==> src/port_cfg_pkg.sv <==
/*
 * Constants and carrier types for the port edge-interrupt and upper pin
 * configuration block. Assumes an 8-bit register-addressed core bus with a
 * bank select line.
 */
package port_cfg_pkg;

   localparam int unsigned NUM_EDGE_PINS = 4;
   localparam int unsigned NUM_UPPER_PINS = 4;
   localparam int unsigned FIELD_W = 2;
   localparam int unsigned SYNC_STAGES = 3;

   localparam logic [7:0] ADDR_PORT0_EDGE_CFG = 8'hE3;
   localparam logic [7:0] ADDR_PORT1_UPPER_CFG = 8'hE4;
   localparam logic [7:0] RESET_PORT0_EDGE_CFG = 8'h00;
   localparam logic [7:0] RESET_PORT1_UPPER_CFG = 8'h00;
   localparam logic [7:0] RDATA_UNMAPPED = 8'h00;

   // Upper pins whose code 10 selects the analog alternative function
   localparam logic [3:0] ALT_CAPABLE = 4'hC;

   typedef enum logic [1:0] {
      EDGE_OFF = 2'h0,
      EDGE_FALL = 2'h1,
      EDGE_RISE = 2'h2,
      EDGE_BOTH = 2'h3
   } edge_mode_t;

   typedef enum logic [1:0] {
      PIN_INPUT = 2'h0,
      PIN_INPUT_PULLUP = 2'h1,
      PIN_ALT = 2'h2,
      PIN_PUSH_PULL = 2'h3
   } pin_mode_t;

   typedef struct packed {
      logic bank_one;
      logic wr;
      logic rd;
      logic [7:0] addr;
      logic [7:0] wdata;
   } reg_req_t;

   typedef struct packed {
      logic [3:0] out_en;
      logic [3:0] pull_up;
      logic [3:0] alt_fn;
   } pin_ctl_t;

endpackage : port_cfg_pkg

==> src/port_edge_irq_and_pin_config.sv <==
/*
 * Edge-interrupt selector for port 0 pins 0..3 and mode selector for port 1
 * pins 4..7, set through two bank-one registers. Assumes pins arrive
 * asynchronously and the core bus is synchronous to mclk.
 */
`timescale 1ns/10ps
`default_nettype none

module port_edge_irq_and_pin_config (
   input wire logic mclk, // Core clock, 25 MHz
   input wire logic nrst, // Synchronous reset, active low
   input wire port_cfg_pkg::reg_req_t req, // Register access request
   output logic [7:0] rdata, // Read data, one cycle after rd
   output logic rvalid, // Read data valid pulse
   input wire logic [3:0] port0_pin, // Port 0 pins 3..0, asynchronous
   output logic [3:0] external_irq_line, // Interrupt request pulses, lines 3..0
   output port_cfg_pkg::pin_ctl_t pin_ctl // Port 1 pins 7..4 drive control
);

   logic [7:0] port0_edge_interrupt_config_r;
   logic [7:0] port1_upper_pin_config_r;
   logic [3:0] sync1_r, sync2_r, sync3_r;
   logic [3:0] level_r;
   logic [3:0] irq_r;

   function automatic logic hit(input port_cfg_pkg::reg_req_t r, input logic [7:0] a);
      hit = r.bank_one && (r.addr == a);
   endfunction : hit

   ////////////////////////////////////////////////////////////////////////
   // Registers

   always_ff @(posedge mclk) begin
      if (!nrst) begin
         port0_edge_interrupt_config_r <= port_cfg_pkg::RESET_PORT0_EDGE_CFG;
      end else if (req.wr && hit(req, port_cfg_pkg::ADDR_PORT0_EDGE_CFG)) begin
         port0_edge_interrupt_config_r <= req.wdata;
      end
   end

   always_ff @(posedge mclk) begin
      if (!nrst) begin
         port1_upper_pin_config_r <= port_cfg_pkg::RESET_PORT1_UPPER_CFG;
      end else if (req.wr && hit(req, port_cfg_pkg::ADDR_PORT1_UPPER_CFG)) begin
         port1_upper_pin_config_r <= req.wdata;
      end
   end

   // Read sees the value before a same-cycle write
   always_ff @(posedge mclk) begin
      if (!nrst) begin
         rdata <= port_cfg_pkg::RDATA_UNMAPPED;
         rvalid <= 1'b0;
      end else begin
         rvalid <= req.rd;
         if (req.rd && hit(req, port_cfg_pkg::ADDR_PORT0_EDGE_CFG)) begin
            rdata <= port0_edge_interrupt_config_r;
         end else if (req.rd && hit(req, port_cfg_pkg::ADDR_PORT1_UPPER_CFG)) begin
            rdata <= port1_upper_pin_config_r;
         end else begin
            rdata <= port_cfg_pkg::RDATA_UNMAPPED;
         end
      end
   end

   ////////////////////////////////////////////////////////////////////////
   // Pin synchronisers and edge detection

   // Chain runs through reset so the level tracker can start from the pin
   always_ff @(posedge mclk) begin
      sync1_r <= port0_pin;
      sync2_r <= sync1_r;
      sync3_r <= sync2_r;
   end

   // Level moves only when stages two and three agree, filtering one-cycle glitches
   generate
      for (genvar i = 0; i < port_cfg_pkg::NUM_EDGE_PINS; i++) begin : g_edge
         port_cfg_pkg::edge_mode_t mode;
         logic settled;
         assign mode = port_cfg_pkg::edge_mode_t'(port0_edge_interrupt_config_r[i*2 +: 2]);
         assign settled = (sync2_r[i] == sync3_r[i]) && (sync3_r[i] != level_r[i]);

         always_ff @(posedge mclk) begin
            if (!nrst) begin
               // Pin held high at release is not an edge; needs the full three-cycle reset
               level_r[i] <= sync2_r[i];
               irq_r[i] <= 1'b0;
            end else begin
               if (settled) begin
                  level_r[i] <= sync3_r[i];
               end
               unique case (mode)
                  port_cfg_pkg::EDGE_OFF: irq_r[i] <= 1'b0;
                  port_cfg_pkg::EDGE_FALL: irq_r[i] <= settled && !sync3_r[i];
                  port_cfg_pkg::EDGE_RISE: irq_r[i] <= settled && sync3_r[i];
                  port_cfg_pkg::EDGE_BOTH: irq_r[i] <= settled;
               endcase
            end
         end
      end
   endgenerate

   assign external_irq_line = irq_r;

   ////////////////////////////////////////////////////////////////////////
   // Upper pin mode decode

   generate
      for (genvar j = 0; j < port_cfg_pkg::NUM_UPPER_PINS; j++) begin : g_pin
         port_cfg_pkg::pin_mode_t pm;
         assign pm = port_cfg_pkg::pin_mode_t'(port1_upper_pin_config_r[j*2 +: 2]);
         assign pin_ctl.out_en[j] = (pm == port_cfg_pkg::PIN_PUSH_PULL);
         assign pin_ctl.pull_up[j] = (pm == port_cfg_pkg::PIN_INPUT_PULLUP);
         // Code 10 on pins 4 and 5 leaves the pin a plain input
         assign pin_ctl.alt_fn[j] = (pm == port_cfg_pkg::PIN_ALT) && port_cfg_pkg::ALT_CAPABLE[j];
      end
   endgenerate

   ////////////////////////////////////////////////////////////////////////
   // Assertions

   property p_pin0_fall;
      @(posedge mclk) disable iff (!nrst)
      ($past(port0_edge_interrupt_config_r[1:0]) == 2'h1 && $fell(level_r[0])) |-> irq_r[0];
   endproperty
   a_pin0_fall: assert property (p_pin0_fall) else $error("pin 0 falling edge missed");

   property p_pin0_off;
      @(posedge mclk) disable iff (!nrst)
      ($past(port0_edge_interrupt_config_r[1:0]) == 2'h0) |-> !irq_r[0];
   endproperty
   a_pin0_off: assert property (p_pin0_off) else $error("pin 0 request while disabled");

   property p_pin3_both;
      @(posedge mclk) disable iff (!nrst)
      ($past(port0_edge_interrupt_config_r[7:6]) == 2'h3) |-> (irq_r[3] == $changed(level_r[3]));
   endproperty
   a_pin3_both: assert property (p_pin3_both) else $error("pin 3 both-edge mismatch");

   property p_pin2_rise_only;
      @(posedge mclk) disable iff (!nrst)
      irq_r[2] && $past(port0_edge_interrupt_config_r[5:4]) == 2'h2 |-> $rose(level_r[2]);
   endproperty
   a_pin2_rise_only: assert property (p_pin2_rise_only) else $error("pin 2 request without rise");

   property p_pin4_none;
      @(posedge mclk) disable iff (!nrst)
      port1_upper_pin_config_r[1:0] == 2'h2 |-> !(pin_ctl.out_en[0] || pin_ctl.pull_up[0] || pin_ctl.alt_fn[0]);
   endproperty
   a_pin4_none: assert property (p_pin4_none) else $error("pin 4 code 10 gave a function");

   property p_edge_cfg_rw;
      @(posedge mclk) disable iff (!nrst)
      (req.wr && req.bank_one && req.addr == port_cfg_pkg::ADDR_PORT0_EDGE_CFG) ##1
      (req.rd && !req.wr && req.bank_one && req.addr == port_cfg_pkg::ADDR_PORT0_EDGE_CFG)
      |=> (rvalid && rdata == $past(req.wdata, 2));
   endproperty
   a_edge_cfg_rw: assert property (p_edge_cfg_rw) else $error("edge config readback wrong");

   property p_reset_input;
      @(posedge mclk) !nrst |=> (port1_upper_pin_config_r == 8'h00 && pin_ctl == '0
                                 && port0_edge_interrupt_config_r == 8'h00);
   endproperty
   a_reset_input: assert property (p_reset_input) else $error("reset values wrong");

   property p_pin7_alt;
      @(posedge mclk) disable iff (!nrst)
      port1_upper_pin_config_r[7:6] == 2'h2 |-> (pin_ctl.alt_fn[3] && !pin_ctl.out_en[3]);
   endproperty
   a_pin7_alt: assert property (p_pin7_alt) else $error("pin 7 analog function missing");

   property p_pin5_none;
      @(posedge mclk) disable iff (!nrst)
      port1_upper_pin_config_r[3:2] == 2'h2 |-> !pin_ctl.alt_fn[1];
   endproperty
   a_pin5_none: assert property (p_pin5_none) else $error("pin 5 code 10 gave analog");

   property p_read_valid;
      @(posedge mclk) disable iff (!nrst)
      req.rd |=> rvalid;
   endproperty
   a_read_valid: assert property (p_read_valid) else $error("read strobe without valid");

   property p_unmapped_read;
      @(posedge mclk) disable iff (!nrst)
      (req.rd && !hit(req, port_cfg_pkg::ADDR_PORT0_EDGE_CFG) && !hit(req, port_cfg_pkg::ADDR_PORT1_UPPER_CFG))
      |=> (rdata == port_cfg_pkg::RDATA_UNMAPPED);
   endproperty
   a_unmapped_read: assert property (p_unmapped_read) else $error("unmapped read returned data");

   property p_bank_zero_ignored;
      @(posedge mclk) disable iff (!nrst)
      (req.wr && !req.bank_one)
      |=> ($stable(port0_edge_interrupt_config_r) && $stable(port1_upper_pin_config_r));
   endproperty
   a_bank_zero_ignored: assert property (p_bank_zero_ignored) else $error("write outside bank one landed");

   property p_pin6_pullup;
      @(posedge mclk) disable iff (!nrst)
      port1_upper_pin_config_r[5:4] == 2'h1 |-> (pin_ctl.pull_up[2] && !pin_ctl.out_en[2] && !pin_ctl.alt_fn[2]);
   endproperty
   a_pin6_pullup: assert property (p_pin6_pullup) else $error("pin 6 pull-up mode wrong");

   property p_pin1_needs_edge;
      @(posedge mclk) disable iff (!nrst)
      irq_r[1] |-> $changed(level_r[1]);
   endproperty
   a_pin1_needs_edge: assert property (p_pin1_needs_edge) else $error("pin 1 request without a transition");

   c_irq0: cover property (@(posedge mclk) disable iff (!nrst) irq_r[0]);
   c_irq3_twice: cover property (@(posedge mclk) disable iff (!nrst) irq_r[3] ##[1:20] irq_r[3]);
   c_pin_push: cover property (@(posedge mclk) disable iff (!nrst) pin_ctl.out_en[2]);
   c_read_upper: cover property (@(posedge mclk) disable iff (!nrst) rvalid && rdata != 8'h00);
   c_alt_pin6: cover property (@(posedge mclk) disable iff (!nrst) pin_ctl.alt_fn[2]);

endmodule : port_edge_irq_and_pin_config

`default_nettype wire

==> config.mk <==
export PLATFORM = sky130hd
export DESIGN_NAME = port_edge_irq_and_pin_config
export DESIGN_NICKNAME = d
export VERILOG_FILES = /design/src/port_cfg_pkg.sv /design/src/port_edge_irq_and_pin_config.sv
export SDC_FILE = /design/constraint.sdc
export NUM_CORES = 1
export LEC_CHECK = 0
export BUFFER_PORTS_ARGS = -buffer_cell sky130_fd_sc_hd__buf_2
export CAP_MARGIN = 10
export CORE_MARGIN = 2
export CORE_UTILIZATION = 40
export CTS_BUF_LIST = sky130_fd_sc_hd__clkbuf_16
export CTS_CLUSTER_SIZE = 8
export DETAILED_ROUTE_END_ITERATION = 10
export SLEW_MARGIN = 25
export SYNTH_ARGS = -nofsm -noshare
export SYNTH_HDL_FRONTEND = slang
export SYNTH_SLANG_ARGS = --single-unit
==> constraint.sdc <==
create_clock -name mclk -period 1.45 [get_ports mclk]
set_input_delay 0.0725 -clock mclk [delete_from_list [all_inputs] [get_ports mclk]]
set_output_delay 0.0725 -clock mclk [all_outputs]
set_load 0.05 [all_outputs]
==> impl_metrics.ini <==
[synth]
syn_avg_cell_area_sq_um = 10.4
muxShareOfSynthArea_pct = 10.8
synth-main-ff-cell = dfxtp_1
synth_top_family_by_area = simple AND/OR/NAND/NOR gates
synth.top_cells.by_count = dfxtp_1 (41), nand2_1 (29), mux2i_1 (16)
ys_types = 26
synth-simple-area-share_pct = 20.3
synth_adder_area_share_pct = 7.91
synth.most_common_cell = dfxtp_1
netlist.area_leader.share_pct = 43.2
syn_inst = 183
syn_area_sq_um = 1900
synth_top_cells_by_area = dfxtp_1 (43%), mux2i_1 (8.4%), ha_1 (7.9%), edfxtp_1 (6.3%), nand2_1 (5.7%)
async_flop_share_pct = 0
synth_edf_count = 4
synth_warnings = 0
yosysTopAreaCell = dfxtp_1
yosysSeqAreaShare_pct = 49.6
ys_ff_latch = 45
synth-xor-area-share_pct = 1.85
synth_compound_area_share_pct = 5.27

[placement]
port_buffers = 47
routabilityCongestion = 0.790
pre_cts_slack_ns = 0.224
hpwlAfterDp_mm = 2.60
dp_cells = 285

[clock_tree]
clkTransAtPathRegs_ns = 0.06
cts_buffers = 5
htreeDepth = 2
cts_tree = yes
cts-root-buf = clkbuf_16
cts_buffer_depth = 2
post_cts_resized = 0
cts.sink_count = 45
clock_latency_ns = 0.28

[worst_hold_path]
worstHoldStart = req[16]
holdPathStages = 2
holdCritPathClass = in2reg

[die]
rows = 25
dieArea_sq_um = 5310
die_w_um = 72.9
die_h_um = 72.9
core_sq_um = 4660
num_io_pins = 50
start_util_pct = 40.7

[final_layout]
syn_to_final_growth_pct = 27.9
drive_gt1_share_pct = 28.8
final_nets = 279
final_cells = 297
diodes = 0

[critical_path]
ff2ff_path_depth = 5
reg2reg_from = port0_edge_interrupt_config_r[0]
crit_type = reg2reg
crit_path_end_kind = flip-flop
path_delay_family = flip-flops
path_cells = inv_1 -> ha_1 -> xnor2_1 -> a21oi_1 -> nor4b_1
crit_buf_inv = 1
crit_required_ns = 1.62
worst-path-max-fanout = 4
critPathLaunchType = flip-flop
cp.arrival_ns = 1.43
crit_start = port0_edge_interrupt_config_r[0]
cp.depth = 5
crit_slowest_cell = dfxtp_1
slowest_delay_ns = 0.38

[timing]
fin_setup_tns_ns = 0
setup_slack_ns = 0.186
setup_viol = 0
fmax_mhz = 791
post-route-period-util_pct = 87.2
finalHoldViolCount = 0
rsz0062_at_grt = no
fin_worst_skew_ns = 0.00454
min_period_ns = 1.26
drv_slew = 0

[routing]
num_vias = 1383
drc_errors = 0
first_iter_violations = 44
ant_nets = 0
vias_per_cell = 4.66
routed_wl_mm = 3.48
wl_per_cell_um = 11.7
dr.pass1.iters = 4

[global_route]
grt_use_total_pct = 14.0
grt_pass1_vias = 1242
grt_overflow = 0
grt_max_degree = 20
antenna_found_initial = 0
grt_pass1_wl_mm = 5.69

[flow_run]
maxCapViolCount = 0

[run_status]
status = finished, final reports clean

[power]
p_leak_nw = 1.06
power.total_w = 0.00264
ir_worst_vdd_mv = 0.595
powerDensity_nw_per_um2 = 1090
[metal layers]
layer,track usage [%],share of wire [%],up-vias
met1,18.6,50,614
met2,21.2,44,39
met3,4.28,5.3,2
li1,-,-,728
met5,0,0,-
met4,5.56,0.72,0
[worst reg2reg max path: stages, from the launching register on]
cell	delay, ns
dfxtp_1	0.38
inv_1	0.08
ha_1	0.21
xnor2_1	0.14
a21oi_1	0.08
nor4b_1	0.26
[what timing repair did]
item / CTS / global route
buffers inserted: 0 / 0
hold endpoints to repair: 4 / 0
hold buffers: 4 / 0
[flip-flops by register name, summed over array words and instances (netlist names)]
signal	flops
port0_edge_interrupt_config_r	8
sync3_r	4
sync1_r	4
level_r	4
sync2_r	4
external_irq_line	4
rdata	8
rvalid	1
port1_upper_pin_config_r	8
[kinds of logic after synthesis]
group,after synthesis
buf+inv,17
xor+xnor,4
simple gates,68
fa+ha+maj,12
mux,20
compound gates,16
flops,45
other cells,1
[report_power, final]
| part | switching (W) | internal [W] | total (W) |
|---|---|---|---|
| Sequential | 0.0000172 | 0.00129 | 0.00130 |
| Combinational | 0.0000796 | 0.0000753 | 0.000155 |
| Clock | 0.000445 | 0.000733 | 0.00118 |
[final cells by class]
cell class,instances,area [sq um]
inverters,8,30.0
clock inverters,2,8.76
fillers,433,2230
flip-flops and latches,45,941
clock buffers,6,150
repair buffers,60,343
well taps,54,67.6
multi-input cells,122,888
[through the flow]
step	hold slack, ns	cell area, sq um	utilization, %
3_3_place_gp	0.175	2230	47.8
3_5_place_dp	0.176	2230	47.8
4_1_cts	0.0134	2430	52.1
6_report	0.0156	2430	52.1
2_1_floorplan	0.100	1900	-
5_1_grt	0.0240	2430	52.1
[placed cells by master, fill, tap and decap left out, drive strengths merged, types with 5 or more instances in the layout]
cell type  instances
nand2             29
clkbuf             6
ha                12
and3b              5
mux2i             16
inv                9
buf               56
nor2              12
a21oi              8
dfxtp             41
a22oi              8
nor2b              6
and2               5
[worst paths after layout]
check                                       endpoint  slack [ns]
worst min register to register            sync2_r[0]        0.33
worst max-delay path            external_irq_line[0]        0.19
worst min-delay path                          rvalid        0.02
worst max register to register  external_irq_line[0]        0.19
Note: power is estimated with default switching activity, not from simulation.
